==> src/hw/i2c_scl_consts.svh <==
// Functional notes
// standard high count, 16 bits, resets 0x40
// standard low count, 16 bits, resets 0x4B
// fast high count, 16 bits, resets 0x0A
// fast low count, 16 bits, resets 0x15
// high-speed high count, resets 0x01
// high-speed low count, resets 0x07
// count writes ignored while interface enabled
// high-speed prefix phase uses fast counts
// software programs counts before any transaction
// bits 31:16 reserved, read zero; the status register returns the rising-edge count in bits 31:16
// master clocks SCL by counting cycles
`ifndef I2C_SCL_CONSTS_SVH
`define I2C_SCL_CONSTS_SVH

`define SCL_ADDR_W          8
`define SCL_OFS_STD_HIGH    8'h14
`define SCL_OFS_STD_LOW     8'h18
`define SCL_OFS_FAST_HIGH   8'h1C
`define SCL_OFS_FAST_LOW    8'h20
`define SCL_OFS_HS_HIGH     8'h24
`define SCL_OFS_HS_LOW      8'h28
`define SCL_OFS_STATUS      8'h40

`define SCL_RST_STD_HIGH    16'h0040
`define SCL_RST_STD_LOW     16'h004B
`define SCL_RST_FAST_HIGH   16'h000A
`define SCL_RST_FAST_LOW    16'h0015
`define SCL_RST_HS_HIGH     16'h0001
`define SCL_RST_HS_LOW      16'h0007

`define SCL_MIN_COUNT       16'h0001

`define SCL_SPEED_STD       2'h1
`define SCL_SPEED_FAST      2'h2
`define SCL_SPEED_HS        2'h3

`define SCL_SET_STD         2'h0
`define SCL_SET_FAST        2'h1
`define SCL_SET_HS          2'h2

`define SCL_ST_ENABLED      0
`define SCL_ST_SET_LO       1
`define SCL_ST_SET_HI       2
`define SCL_ST_LEVEL        3
`define SCL_ST_DRIVING      4
`define SCL_ST_LOCKED       5
`define SCL_ST_EDGE_LO      16
`define SCL_ST_EDGE_HI      31

`endif

==> src/hw/i2c_scl_pkg.sv <==
package i2c_scl_pkg;

  typedef logic [15:0] count_t;

  typedef enum logic [1:0] {
    GEN_IDLE,
    GEN_LOW,
    GEN_WAIT_HIGH,
    GEN_HIGH
  } gen_state_e;

  typedef struct packed {
    gen_state_e state;
    count_t     count;
    logic       drive;
  } gen_s;

  typedef struct packed {
    logic        sclMeta;
    logic        sclSync;
    logic        sclPrev;
    count_t      stdHigh;
    count_t      stdLow;
    count_t      fastHigh;
    count_t      fastLow;
    count_t      hsHigh;
    count_t      hsLow;
    logic        lockedWrite;
    count_t      edgeCount;
    logic [31:0] rdData;
  } regs_s;

endpackage

==> src/hw/scl_period_gen.sv <==
`include "i2c_scl_consts.svh"

module scl_period_gen (
  input  wire logic               core_clk,
  input  wire logic               reset,
  input  wire logic               run,
  input  wire i2c_scl_pkg::count_t highCount,
  input  wire i2c_scl_pkg::count_t lowCount,
  input  wire logic               sclLevel,
  output logic                    sclDrive,
  output i2c_scl_pkg::gen_state_e phase
);

  i2c_scl_pkg::gen_s cur;
  i2c_scl_pkg::gen_s next_cur;
  i2c_scl_pkg::count_t highLoad;
  i2c_scl_pkg::count_t lowLoad;

  // a zero count already ends the phase after one cycle; it is also raised to one here
  assign highLoad = (highCount < `SCL_MIN_COUNT) ? `SCL_MIN_COUNT : highCount;
  assign lowLoad  = (lowCount < `SCL_MIN_COUNT) ? `SCL_MIN_COUNT : lowCount;

  always_comb begin
    next_cur = cur;
    case (cur.state)
      i2c_scl_pkg::GEN_IDLE: begin
        next_cur.drive = 1'b0;
        if (run) begin
          next_cur.state = i2c_scl_pkg::GEN_LOW;
          next_cur.count = lowLoad;
          next_cur.drive = 1'b1;
        end
      end
      i2c_scl_pkg::GEN_LOW: begin
        if (cur.count <= `SCL_MIN_COUNT) begin
          next_cur.state = i2c_scl_pkg::GEN_WAIT_HIGH;
          next_cur.drive = 1'b0;
        end else begin
          next_cur.count = cur.count - `SCL_MIN_COUNT;
        end
      end
      i2c_scl_pkg::GEN_WAIT_HIGH: begin
        // high time starts only once the wire is seen high: a slave may stretch
        next_cur.drive = 1'b0;
        if (sclLevel) begin
          next_cur.state = i2c_scl_pkg::GEN_HIGH;
          next_cur.count = highLoad;
        end
      end
      i2c_scl_pkg::GEN_HIGH: begin
        if (cur.count > `SCL_MIN_COUNT) begin
          next_cur.count = cur.count - `SCL_MIN_COUNT;
        end else if (run) begin
          next_cur.state = i2c_scl_pkg::GEN_LOW;
          next_cur.count = lowLoad;
          next_cur.drive = 1'b1;
        end else begin
          next_cur.state = i2c_scl_pkg::GEN_IDLE;
        end
      end
      default: begin
        next_cur.state = i2c_scl_pkg::GEN_IDLE;
        next_cur.drive = 1'b0;
      end
    endcase
  end

  always_ff @(posedge core_clk) begin
    if (reset) begin
      cur.state <= i2c_scl_pkg::GEN_IDLE;
      cur.count <= 16'h0000;
      cur.drive <= 1'b0;
    end else begin
      cur <= next_cur;
    end
  end

  assign sclDrive = cur.drive;
  assign phase    = cur.state;

endmodule

==> src/hw/i2c_scl_period_counts.sv <==
// Chosen here: the strobed register port.
`include "i2c_scl_consts.svh"

module i2c_scl_period_counts (
  input  wire logic                    core_clk,
  input  wire logic                    reset,
  // register port
  input  wire logic [`SCL_ADDR_W-1:0] regAddr,
  input  wire logic [31:0]            regWrData,
  input  wire logic                    regWrite,
  input  wire logic                    regRead,
  output logic      [31:0]            regRdData,
  // controller side
  input  wire logic                    interfaceEnabled,
  input  wire logic [1:0]             speedMode,
  input  wire logic                    masterActive,
  input  wire logic                    prefixPhase,
  // serial clock pin, open drain
  input  wire logic                    sclIn,
  output logic                         sclOut,
  output logic                         sclOe
);

  i2c_scl_pkg::regs_s cur;
  i2c_scl_pkg::regs_s next_cur;

  logic                    writeOpen;
  logic                    genRun;
  logic [1:0]              countSet;
  i2c_scl_pkg::count_t     selHigh;
  i2c_scl_pkg::count_t     selLow;
  logic                    genDrive;
  logic [31:0]             statusWord;
  logic [31:0]             readMux;
  logic                    sclRise;
  logic                    lockedHit;

  // -------------------------------------------------------------------
  // choice of count set
  // -------------------------------------------------------------------
  always_comb begin
    countSet = `SCL_SET_STD;
    case (speedMode)
      `SCL_SPEED_STD: begin
        countSet = `SCL_SET_STD;
      end
      `SCL_SPEED_FAST: begin
        countSet = `SCL_SET_FAST;
      end
      `SCL_SPEED_HS: begin
        // master code, start byte and general call go out at fast rate
        if (prefixPhase) begin
          countSet = `SCL_SET_FAST;
        end else begin
          countSet = `SCL_SET_HS;
        end
      end
      default: begin
        // unused encoding falls back to the slowest, safest timing
        countSet = `SCL_SET_STD;
      end
    endcase
  end

  always_comb begin
    selHigh = cur.stdHigh;
    selLow  = cur.stdLow;
    case (countSet)
      `SCL_SET_STD: begin
        selHigh = cur.stdHigh;
        selLow  = cur.stdLow;
      end
      `SCL_SET_FAST: begin
        selHigh = cur.fastHigh;
        selLow  = cur.fastLow;
      end
      `SCL_SET_HS: begin
        selHigh = cur.hsHigh;
        selLow  = cur.hsLow;
      end
      default: begin
        selHigh = cur.stdHigh;
        selLow  = cur.stdLow;
      end
    endcase
  end

  // the generator runs only as master on an enabled interface
  assign genRun = masterActive & interfaceEnabled;

  scl_period_gen u_gen (
    .core_clk  (core_clk),
    .reset     (reset),
    .run       (genRun),
    .highCount (selHigh),
    .lowCount  (selLow),
    .sclLevel  (cur.sclSync),
    .sclDrive  (genDrive),
    .phase     ()
  );

  // -------------------------------------------------------------------
  // register access
  // -------------------------------------------------------------------
  // counts are frozen while enabled so a running transfer keeps its timing
  assign writeOpen = ~interfaceEnabled;

  assign lockedHit = regWrite & interfaceEnabled &
                     ((regAddr == `SCL_OFS_STD_HIGH)  |
                      (regAddr == `SCL_OFS_STD_LOW)   |
                      (regAddr == `SCL_OFS_FAST_HIGH) |
                      (regAddr == `SCL_OFS_FAST_LOW)  |
                      (regAddr == `SCL_OFS_HS_HIGH)   |
                      (regAddr == `SCL_OFS_HS_LOW));

  assign sclRise = cur.sclSync & ~cur.sclPrev;

  always_comb begin
    statusWord = 32'h0000_0000;
    statusWord[`SCL_ST_ENABLED] = interfaceEnabled;
    statusWord[`SCL_ST_SET_HI:`SCL_ST_SET_LO] = countSet;
    statusWord[`SCL_ST_LEVEL]   = cur.sclSync;
    statusWord[`SCL_ST_DRIVING] = genDrive;
    statusWord[`SCL_ST_LOCKED]  = cur.lockedWrite;
    statusWord[`SCL_ST_EDGE_HI:`SCL_ST_EDGE_LO] = cur.edgeCount;
  end

  always_comb begin
    readMux = 32'h0000_0000;
    case (regAddr)
      `SCL_OFS_STD_HIGH: begin
        readMux = {16'h0000, cur.stdHigh};
      end
      `SCL_OFS_STD_LOW: begin
        readMux = {16'h0000, cur.stdLow};
      end
      `SCL_OFS_FAST_HIGH: begin
        readMux = {16'h0000, cur.fastHigh};
      end
      `SCL_OFS_FAST_LOW: begin
        readMux = {16'h0000, cur.fastLow};
      end
      `SCL_OFS_HS_HIGH: begin
        readMux = {16'h0000, cur.hsHigh};
      end
      `SCL_OFS_HS_LOW: begin
        readMux = {16'h0000, cur.hsLow};
      end
      `SCL_OFS_STATUS: begin
        readMux = statusWord;
      end
      default: begin
        readMux = 32'h0000_0000;
      end
    endcase
  end

  always_comb begin
    next_cur = cur;

    // pin sampling: the first stage feeds only the second
    next_cur.sclMeta = sclIn;
    next_cur.sclSync = cur.sclMeta;
    next_cur.sclPrev = cur.sclSync;

    // rising edges seen on the wire, free running and wrapping
    if (sclRise) begin
      next_cur.edgeCount = cur.edgeCount + 16'h0001;
    end

    // read data stand in the cycle after the strobe only
    if (regRead) begin
      next_cur.rdData = readMux;
    end else begin
      next_cur.rdData = 32'h0000_0000;
    end

    if (regWrite && writeOpen) begin
      case (regAddr)
        `SCL_OFS_STD_HIGH: begin
          next_cur.stdHigh = regWrData[15:0];
        end
        `SCL_OFS_STD_LOW: begin
          next_cur.stdLow = regWrData[15:0];
        end
        `SCL_OFS_FAST_HIGH: begin
          next_cur.fastHigh = regWrData[15:0];
        end
        `SCL_OFS_FAST_LOW: begin
          next_cur.fastLow = regWrData[15:0];
        end
        `SCL_OFS_HS_HIGH: begin
          next_cur.hsHigh = regWrData[15:0];
        end
        `SCL_OFS_HS_LOW: begin
          next_cur.hsLow = regWrData[15:0];
        end
        default: begin
          next_cur.stdHigh = cur.stdHigh;
        end
      endcase
    end

    // sticky flag for a refused count write; a new refusal beats the clear
    if (regWrite && (regAddr == `SCL_OFS_STATUS) && regWrData[`SCL_ST_LOCKED]) begin
      next_cur.lockedWrite = 1'b0;
    end
    if (lockedHit) begin
      next_cur.lockedWrite = 1'b1;
    end
  end

  always_ff @(posedge core_clk) begin
    if (reset) begin
      cur.sclMeta     <= 1'b1;
      cur.sclSync     <= 1'b1;
      cur.sclPrev     <= 1'b1;
      cur.stdHigh     <= `SCL_RST_STD_HIGH;
      cur.stdLow      <= `SCL_RST_STD_LOW;
      cur.fastHigh    <= `SCL_RST_FAST_HIGH;
      cur.fastLow     <= `SCL_RST_FAST_LOW;
      cur.hsHigh      <= `SCL_RST_HS_HIGH;
      cur.hsLow       <= `SCL_RST_HS_LOW;
      cur.lockedWrite <= 1'b0;
      cur.edgeCount   <= 16'h0000;
      cur.rdData      <= 32'h0000_0000;
    end else begin
      cur <= next_cur;
    end
  end

  // open drain: only ever pulls low
  assign regRdData = cur.rdData;
  assign sclOe     = genDrive;
  assign sclOut    = 1'b0;

endmodule

==> config.mk <==
export PLATFORM = sky130hd
export DESIGN_NAME = i2c_scl_period_counts
export DESIGN_NICKNAME = d
export VERILOG_FILES = /design/src/hw/i2c_scl_pkg.sv /design/src/hw/scl_period_gen.sv /design/src/hw/i2c_scl_period_counts.sv
export VERILOG_INCLUDE_DIRS = /design/src /design/src/hw
export SDC_FILE = /design/constraint.sdc
export NUM_CORES = 1
export LEC_CHECK = 0
export BUFFER_PORTS_ARGS = -buffer_cell sky130_fd_sc_hd__buf_2
export CAP_MARGIN = 5
export CORE_UTILIZATION = 25
export CTS_CLUSTER_SIZE = 16
export DETAILED_ROUTE_END_ITERATION = 6
export SYNTH_ARGS = -nofsm -noshare
export SYNTH_HDL_FRONTEND = slang
export SYNTH_SLANG_ARGS = --single-unit
==> constraint.sdc <==
create_clock -name core_clk -period 3.8 [get_ports core_clk]
set_clock_uncertainty 0.15 [all_clocks]
set_input_delay 0.76 -clock core_clk [delete_from_list [all_inputs] [get_ports core_clk]]
set_output_delay 0.76 -clock core_clk [all_outputs]
set_load 0.05 [all_outputs]
Word level (Yosys, flattened, before mapping)
Index checks and enable logic that the tools add are counted.
{"block": "word_totals", "regBits": 167, "wordCells": 89, "inputBits": 50}
{"block": "op_classes", "bitwise_logic": 12, "muxes": 20, "order_cmp": 4, "n_eq_ne": 21, "addsub": 2, "reduce_logical": 15}
{"operator": "one-hot mux 32 bit (7 select lines)", "count": 1}
{"operator": "one-hot mux 19 bit (4 select lines)", "count": 1}
{"operator": "2-to-1 mux 16 bit", "count": 4}
{"operator": "one-hot mux 16 bit (2 select lines)", "count": 2}
{"operator": "< comparator 16 x 1 -> 1 bit (second input constant)", "count": 2}
{"operator": "equality test 8 x 5 -> 1 bit (second input constant)", "count": 3}
{"operator": "equality test 8 x 6 -> 1 bit (second input constant)", "count": 3}
{"operator": "2-to-1 mux 19 bit", "count": 1}
{"operator": "2-to-1 mux 18 bit", "count": 1}
{"operator": "2-to-1 mux 17 bit", "count": 1}
{"operator": "adder 16 x 1 -> 16 bit (second input constant)", "count": 1}
{"operator": "> comparator 16 x 1 -> 1 bit (second input constant)", "count": 1}
{"operator": "less-or-equal comparator 16 x 1 -> 1 bit (second input constant)", "count": 1}
{"operator": "subtractor 16 x 1 -> 16 bit (second input constant)", "count": 1}
{"operator": "AND reduction 2 bit", "count": 6}
{"operator": "equality test 2 bit (second input constant)", "count": 5}
{"operator": "!= test 2 bit (second input constant)", "count": 5}
{"operator": "equality test 8 x 7 -> 1 bit (second input constant)", "count": 1}
{"operator": "AND reduction 4 bit", "count": 2}
{"operator": "2-to-1 mux 2 bit", "count": 3}
{"operator": "2-to-1 mux 1 bit", "count": 5}
{"operator": "OR 1 bit", "count": 5}
{"operator": "AND 1 bit", "count": 4}
{"operator": "equality test 2 x 1 -> 1 bit (second input constant)", "count": 2}
{"operator": "other kinds (9)", "count": 13}

Longest topological paths before layout
Gate-level depths: netlist (run 1).
{"block": "logic_depth", "word_depth": 9, "depth_mapped": 12, "depth_no_buf": 10}

By module
From an unflattened synthesis (run 1), not the netlist that was laid out.
{"block": "unflattened", "hier_cells": 1017, "hier_area_um2": 8573.2}
{"module": "i2c_scl_period_counts", "area_each_um2": 7050.5, "seq_area_each_um2": 2962.8, "instances": 1, "cells_per_inst": 825}
{"module": "scl_period_gen", "area_each_um2": 1522.7, "seq_area_each_um2": 380.4, "instances": 1, "cells_per_inst": 192}

Least setup slack after synthesis (run 1)
Ideal clock, no wire load.
{"block": "synth_path", "kind": "input-to-reg", "from": "in speedMode[0]", "to": "reg u_gen.cur[1] (netlist bit)", "setup_time_ns": 0.095, "cell_stages": 12, "slack_ns": 0.718, "t_arrival_ns": 2.837, "cell_sequence": "inv_1 > o21ai_0 > inv_1 > ha_1 > clkbuf_1 > clkbuf_1 > a221o_1 > o21ai_0 > nand4_1 > nor4_1 > o21ai_0 > a221oi_1"}
{"block": "synth_via", "elab_chain_len": 9, "word_cells_on_any_way": 16, "cone_classes": "order compare: 2; eq/ne: 4; mux: 10"}
{"item": "from (decl)", "line_no": "i2c_scl_period_counts.sv:15", "source": "input wire logic [1:0] speedMode,"}
{"item": "equality test 2 bit", "line_no": "i2c_scl_period_counts.sv:43", "source": "case (speedMode)"}
{"item": "one-hot mux 2 bit (2 select lines) (*)", "line_no": "i2c_scl_period_counts.sv:43"}
{"item": "equality test 2 bit / equality test 2 x 1 -> 1 bit (equally long branches)", "line_no": "i2c_scl_period_counts.sv:68", "source": "case (countSet)"}
{"item": "one-hot mux 16 bit (2 select lines)", "line_no": "i2c_scl_period_counts.sv:68"}
{"item": "< comparator 16 x 1 -> 1 bit (no source line)"}
{"item": "2-to-1 mux 16 bit", "line_no": "scl_period_gen.sv:21", "source": "assign lowLoad = (lowCount < `SCL_MIN_COUNT) ? `SCL_MIN_COUNT : lowCount;"}
{"item": "2-to-1 mux 17 bit", "line_no": "scl_period_gen.sv:53", "source": "end else if (run) begin"}
{"item": "2-to-1 mux 16 bit", "line_no": "scl_period_gen.sv:51", "source": "if (cur.count > `SCL_MIN_COUNT) begin"}
{"item": "one-hot mux 19 bit (4 select lines) (*)", "line_no": "scl_period_gen.sv:25", "source": "case (cur.state)"}
{"item": "to (signal assigned)", "line_no": "scl_period_gen.sv:74", "source": "cur <= next_cur;"}
{"item": "to (decl)", "line_no": "scl_period_gen.sv:14", "source": "i2c_scl_pkg::gen_s cur;"}
Mark *: on every way between the ends. The rest lies on a longest branch, timed or not. The select of a mux whose other input is x is not followed.
A chain may end at the register's enable or synchronous reset.

Worst setup path in the final report (run 1)
Ends and elaborated chain as after synthesis.

==> flow_metrics.tcl, run 1 <==
set metrics [dict create \
    gpl.final_weighted_congestion 0.876 \
    numPlacedInstances 1513 \
    synth_enable_flop_cells 0 \
    final.setup.worst_slack_ns 0.646 \
    netlist-cell-type-count 64 \
    dpl-instance-area_sq_um 9000 \
    core_box_area_sq_um 32600 \
    grt_pass1_vias 6927 \
    global_route.usage.total_pct 15.2 \
    end_kind "flip-flop" \
    slew-limit-headroom_pct 38.6 \
    grt_start_max_net_pins 60 \
    cp.required_ns 4.00 \
    final_min_period_over_clock_period_pct 83.0 \
    tritoncts_num_sinks 167 \
    setup_repair_after_global_routing_missed_its_margin "false" \
    post-dp-hpwl_um 17700 \
    slew_of_the_pin_with_the_lowest_slew_margin_ns 0.921 \
    timing.critical_path.from_type "input port" \
    synthDominantCellAreaShare_pct 40.3 \
    ys.flop_type "dfxtp_1" \
    syn_to_final_growth_pct 15.7 \
    maximum_resistive_drop_on_vdd_uv 326 \
    netlist_area_sq_um 8300 \
    cp_data_arrival_time_ns 3.35 \
    die_width_um 184 \
    grt_first_pass_wirelength_um 39900 \
    p_leak_nw 3.45 \
    syn-num-nets 1124 \
    place.port_buffers 66 \
    wirelength_um 26100 \
    ctsRootBufferMaster "clkbuf_16" \
    yosys_register_bits 167 \
    synthArstFlopShare_pct 0 \
    yosys-top-cells-area "dfxtp_1, nand2_1, a21oi_1, o21ai_0, nor2_1" \
    crit_type "in2reg" \
    cts-buffers-inserted 17 \
    globalRoute.totalOverflow 0 \
    dr_total_vias 7901 \
    h-tree-depth 4 \
    total_power_mw 4.02 \
    row_count 66 \
    dpl_worst_slack_ns 0.171 \
    synth_area_per_cell_sq_um 7.79 \
    worst_setup_hold_path_clk_slew_ns 0.08 \
    drt_drc_violations_left 10 \
    ctsHoldBuffers 0 \
    drt.antenna.violating_nets 0 \
    setup_violations 0 \
    synth_cells 1065 \
    cts-root-to-sink-buffers 2 \
    maxSlewViolCount 0 \
    tns_ns 0 \
    vias_per_cell 5.11 \
    synthMostInstantiatedCell "nand2_1" \
    die_area_sq_um 33900 \
    share_of_the_yosys_chip_area_belonging_to_registers_pct 40.3 \
    tritoncts "built" \
    ys_top_cells_by_count "nand2_1, dfxtp_1, a21oi_1" \
    clock_insertion_delay_at_the_later_pin_of_the_skew_report_ns 0.44 \
    violations "design-rule violations" \
    antenna_found_initial 1 \
    insertedDiodeCount 0 \
    cts.repair_timing.setup_buffer_count 0 \
    p_per_area_nw_per_um2 418 \
    first_iter_violations 861 \
    yosysWarnings 0 \
    run_status "finished, violations left" \
    ioPinCount 84 \
    critPathMaxFanout 10 \
    layout.cells.non_filler 1545 \
    maxCapViolations 0 \
    hold_path.class "reg2reg" \
    drt_first_pass_iters 7 \
    post_route_cells_drive_above_1_share_pct 14.8 \
    design.final.nets 1149 \
    max_freq_mhz 317 \
    start_util_pct 25.4 \
    drt-wirelength-per-cell_um 16.9 \
    fp.dieH_um 184 \
    yosysTopAreaCell "dfxtp_1" \
    cts_resized 0 \
    final_hold_viol_count 0 \
    postLayoutCellArea_sq_um 9600 \
    timing.final.crit_period_ns 3.15 \
]
report_power, final:
group | switching [mW] | leakage [nW] | internal (mW) | total [mW]
registers | 0.0266 | 1.35 | 1.77 | 1.79
logic | 0.275 | 1.80 | 0.160 | 0.435
clock network | 0.843 | 0.299 | 0.946 | 1.79
stage by stage:
stage / util (%) / hold WS [ns]
floorplan: - / 0.239
global placement: 27.6 / 0.244
detailed placement: 27.6 / 0.245
CTS: 29.4 / 0.271
global route: 29.4 / 0.279
finish: 29.4 / 0.268
flip-flops by register name, summed over array words and instances, names as in the netlist:
name / cells
cur: 116
u_gen.phase: 2
u_gen.cur: 16
u_gen.sclDrive: 1
regRdData: 32
layout make-up:
type	count	area, sq um
Multi-Input combinational cell	779	4340
Inverter	14	52.6
Sequential cell	167	3340
Timing Repair Buffer	111	708
Tap cell	442	553
Clock buffer	17	425
Clock inverter	15	174
Fill cell	3503	23000
layer usage:
| layer | GRT usage, % | vias up | wire length [um] | part of all wire [%] |
|---|---|---|---|---|
| met5 | 0 | - | 13 | 0.050 |
| met4 | 4.43 | 2 | 452 | 1.7 |
| met3 | 2.90 | 32 | 1930 | 7.4 |
| met2 | 23.1 | 314 | 11700 | 45 |
| met1 | 21.6 | 3766 | 12000 | 46 |
| li1 | - | 3787 | - | - |
kinds of logic (layout without fill, tap and decap cells):
group | after synthesis | in the layout | synth area share, %
other | 1 | 1 | 0.0452
AND/OR/NAND/NOR | 427 | 427 | 23.6
adder cells (fa/ha/maj) | 9 | 9 | 1.36
flip-flops | 167 | 167 | 40.3
multiplexers | 24 | 24 | 2.92
buffers and inverters | 119 | 157 | 7.49
AO/OA/AOI/OAI | 298 | 298 | 22.1
XOR/XNOR | 20 | 20 | 2.11
worst max-delay path: stages:
cell and delay [ns]:
buf_2 0.11, inv_1 0.04, o21ai_0 0.08, buf_4 0.15
ha_1 0.41, inv_1 0.23, o21ai_0 0.50, nand4_1 0.24
nor4_1 0.43, o21ai_0 0.13, a221oi_1 0.28
worst paths after layout:
kind / slack [ns] / from / cells after the start / end
setup / recovery: 0.65 / speedMode[0] / 11 / u_gen.cur[1]$_SDFFE_PP0P_
hold reg to reg: 0.27 / cur[147]$_SDFF_PP1_ / 1 / cur[146]$_SDFF_PP1_
hold / removal: 0.27 / cur[147]$_SDFF_PP1_ / 1 / cur[146]$_SDFF_PP1_
setup reg to reg: 0.80 / u_gen.cur[13]$_SDFFE_PP0P_ / 6 / u_gen.cur[1]$_SDFFE_PP0P_
layout by cell type, fill, tap and decap left out, types with 9 or more instances in the layout:
| master | n |
|---|---|
| inv_1 | 13 |
| mux2i_1 | 22 |
| a211oi_1 | 9 |
| dfxtp_1 | 167 |
| buf_4 | 43 |
| nor4_1 | 11 |
| clkbuf_16 | 17 |
| nand3b_1 | 11 |
| o21ai_0 | 67 |
| ha_1 | 9 |
| nand3_1 | 38 |
| a22oi_1 | 27 |
| and3_1 | 31 |
| nor2_1 | 66 |
| nand2_1 | 218 |
| xor2_1 | 14 |
| buf_2 | 65 |
| or3_1 | 9 |
| a221o_1 | 10 |
| a21oi_1 | 133 |
| a222oi_1 | 10 |
No activity file was read; power rests on OpenSTA's default activity.
==> run 2, diff against run 1 <==
--- a/config.mk
+++ b/config.mk
@@ -6,6 +6,7 @@
 export SDC_FILE = /design/constraint.sdc
 export NUM_CORES = 1
 export LEC_CHECK = 0
+export ABC_AREA = 1
 export BUFFER_PORTS_ARGS = -buffer_cell sky130_fd_sc_hd__buf_2
 export CAP_MARGIN = 5
 export CORE_UTILIZATION = 25
==> constraint.sdc (replaced) <==
create_clock -name core_clk -period 2.82 [get_ports core_clk]
set_clock_uncertainty 0.15 [all_clocks]
set_input_delay 0.564 -clock core_clk [delete_from_list [all_inputs] [get_ports core_clk]]
set_output_delay 0.564 -clock core_clk [all_outputs]
set_load 0.05 [all_outputs]
==> run 2 against run 1 <==
The flow still finishes with violations (design-rule violations). First-iteration DRC count shrank 16%. Count of clock-buffer cells in the layout grew 1. Cell area increased by 2.9%. Die area grew 1.6%.
==> flow_metrics.tcl, run 2 <==
set metrics [dict create \
    wirelength_um 26200 \
    yosys-top-cells-area "dfxtp_1, nand2_1, o21ai_0, a21oi_1, nor2_1" \
    crit_type "in2reg" \
    worst-r2r-cell-count 10 \
    first_iter_violations 723 \
    gpl.final_weighted_congestion 0.853 \
    yosysTopAreaCell "dfxtp_1" \
    ioPinCount 84 \
    dr_total_vias 8180 \
    design.final.nets 1323 \
    cp_cell_sequence "buf_2 -> inv_1 -> nor2_1 -> nor2_1 -> inv_1 -> ha_1 -> inv_2 -> buf_12 -> nand3_1 -> nand2_1 -> nand2_1 -> inv_1 -> nand2_1 -> nor2_1 -> nand2_1 -> nand2_1 -> nand2_1 -> nand2_1 -> nand2_1 -> a21oi_2" \
    setup_repair_after_global_routing_missed_its_margin "false" \
    slew_of_the_pin_with_the_lowest_slew_margin_ns 0.904 \
    critPathMaxFanout 25 \
    synth_cells 1220 \
    ys.flop_type "dfxtp_1" \
    critical_path_buf_inv_count 6 \
    cts-root-to-sink-buffers 2 \
    hold_slack_ns 0.186 \
    postLayoutCellArea_sq_um 9880 \
    worstSetupPathDepth 20 \
    regMostFlops "cur" \
    maximum_resistive_drop_on_vdd_uv 379 \
    synthArstFlopShare_pct 0 \
    total_power_mw 7.08 \
    die_width_um 186 \
    cts_resized 0 \
    synth_area_per_cell_sq_um 6.92 \
    netlist_area_sq_um 8440 \
    violations "design-rule violations" \
    dpl-instance-area_sq_um 9260 \
    grt_pass1_vias 7603 \
    post-dp-hpwl_um 18000 \
    critical-path-top-cell-by-count "nand2_1" \
    grt_first_pass_wirelength_um 41400 \
    end_kind "flip-flop" \
    wl_met1_um 11700 \
    drt-wirelength-per-cell_um 15.2 \
    ctsRootBufferMaster "clkbuf_16" \
    cts-buffers-inserted 17 \
    maxSlewViolCount 0 \
    layout_commonest_cell "nand2_1" \
    yosysWarnings 0 \
    worst_path_largest_cell_delay_ns 0.32 \
    netlist-cell-type-count 47 \
    place.port_buffers 66 \
    global_route.usage.total_pct 15.5 \
    final_min_period_over_clock_period_pct 85.4 \
    slew-limit-headroom_pct 39.6 \
    drt_drc_violations_left 1 \
    die_area_sq_um 34500 \
    worst_setup_hold_path_clk_slew_ns 0.06 \
    maxCapViolations 0 \
    tritoncts "built" \
    synthMostInstantiatedCell "nand2_1" \
    final.setup.worst_slack_ns 0.412 \
    hold_path.class "in2reg" \
    final_hold_viol_count 0 \
    clock_insertion_delay_at_the_later_pin_of_the_skew_report_ns 0.44 \
    layout.cells.most_common_list "nand2_1, dfxtp_1, nor2_1, o21ai_0, a21oi_1" \
    synth_enable_flop_cells 0 \
    crit_family "simple AND/OR/NAND/NOR gates" \
    row_count 66 \
    start_util_pct 25.7 \
    dpl_worst_slack_ns 0.00839 \
    post_route_cells_drive_above_1_share_pct 14.6 \
    timing.critical_path.from_type "input port" \
    fp.dieH_um 186 \
    share_of_the_yosys_chip_area_belonging_to_registers_pct 39.6 \
    insertedDiodeCount 0 \
    syn_to_final_growth_pct 17.1 \
    ys_top_cells_by_count "nand2_1, dfxtp_1, nor2_1" \
    p_per_area_nw_per_um2 717 \
    routed-wl-met2_um 12600 \
    antenna_found_initial 0 \
    hold-path-cell-count 2 \
    cp_data_arrival_time_ns 2.63 \
    drt_first_pass_iters 7 \
    ctsHoldBuffers 0 \
    top_signal_layer_used "met4" \
    cp.required_ns 3.04 \
    h-tree-depth 4 \
    crit_path_top_delay_cell "ha_1" \
    globalRoute.totalOverflow 0 \
    timing.final.crit_period_ns 2.41 \
    synthDominantCellAreaShare_pct 39.6 \
    detailroute.wirelength.met3_um 1450 \
    run_status "finished, violations left" \
    tritoncts_num_sinks 167 \
    vias_per_cell 4.76 \
    largest_reg_flops 116 \
    yosys_register_bits 167 \
    drt.antenna.violating_nets 0 \
    max_freq_mhz 415 \
    core_box_area_sq_um 32900 \
    setup_violations 0 \
    syn-num-nets 1279 \
    cts.repair_timing.setup_buffer_count 0 \
    grt_start_max_net_pins 118 \
    p_leak_nw 4.14 \
]
-- run 2: cell count changes in the layout (fill, tap and decap cells not counted), moves of 13 or more --
cell	change
a21oi_1	-15
a22oi_1	-27
and3_1	-31
inv_1	+101
mux2i_1	-22
nand2_1	+31
nand3_1	+18
nor2_1	+67
nor3_1	+17
o21ai_0	+55
o21ai_1	+21
o22ai_1	+13
-- run 2: cells by family (layout without fill, tap and decap cells) --
kind of cell,after synthesis,after routing,share of synthesized area (%)
XOR/XNOR,11,11,1.14
AND/OR/NAND/NOR,497,497,25.5
other,1,1,0.0444
AO/OA/AOI/OAI,319,319,20.7
buffers and inverters,216,273,11.7
flip-flops,167,167,39.6
adder cells (fa/ha/maj),9,9,1.33
-- run 2: cell type report --
class,count,area (sq um)
clock buffers,18,429
flip-flops and latches,167,3340
repair buffers,118,796
fillers,3668,23000
multi-input cells,837,4110
clock inverters,14,188
well taps,442,553
inverters,123,462
-- run 2: worst paths after layout --
kind	slack (ns)	end	from
max reg2reg	0.70	u_gen.cur[5]$_SDFFE_PP0P_	u_gen.cur[1]$_SDFFE_PP0P_
min reg2reg	0.26	cur[146]$_SDFF_PP1_	cur[147]$_SDFF_PP1_
min	0.19	cur[147]$_SDFF_PP1_	sclIn
max	0.41	u_gen.cur[1]$_SDFFE_PP0P_	speedMode[0]
-- run 2: power by group --
group	total [mW]	internal (mW)	leakage, nW	switching [mW]
Combinational	1.99	0.703	2.49	1.29
Sequential	2.62	2.48	1.35	0.143
Clock	2.47	1.42	0.298	1.05
Total	7.08	4.60	4.14	2.48
-- run 2: per-stage QoR --
| step | utilization (%) | setup TNS, ns | std cells |
|---|---|---|---|
| final | 30.0 | 0 | 1719 |
| after global routing | 30.0 | 0 | 1719 |
| after CTS | 30.0 | 0 | 1719 |
| after detailed placement | 28.2 | 0 | 1687 |
| after global placement | 28.2 | -0.0104 | 1687 |
| after floorplan | - | 0 | 1220 |
-- run 2: routing by layer --
metal / up-vias / GRT usage, %
met5: - / 0
met2: 262 / 26.7
met4: 0 / 5.05
met3: 32 / 1.92
met1: 3803 / 20.1
li1: 4083 / -
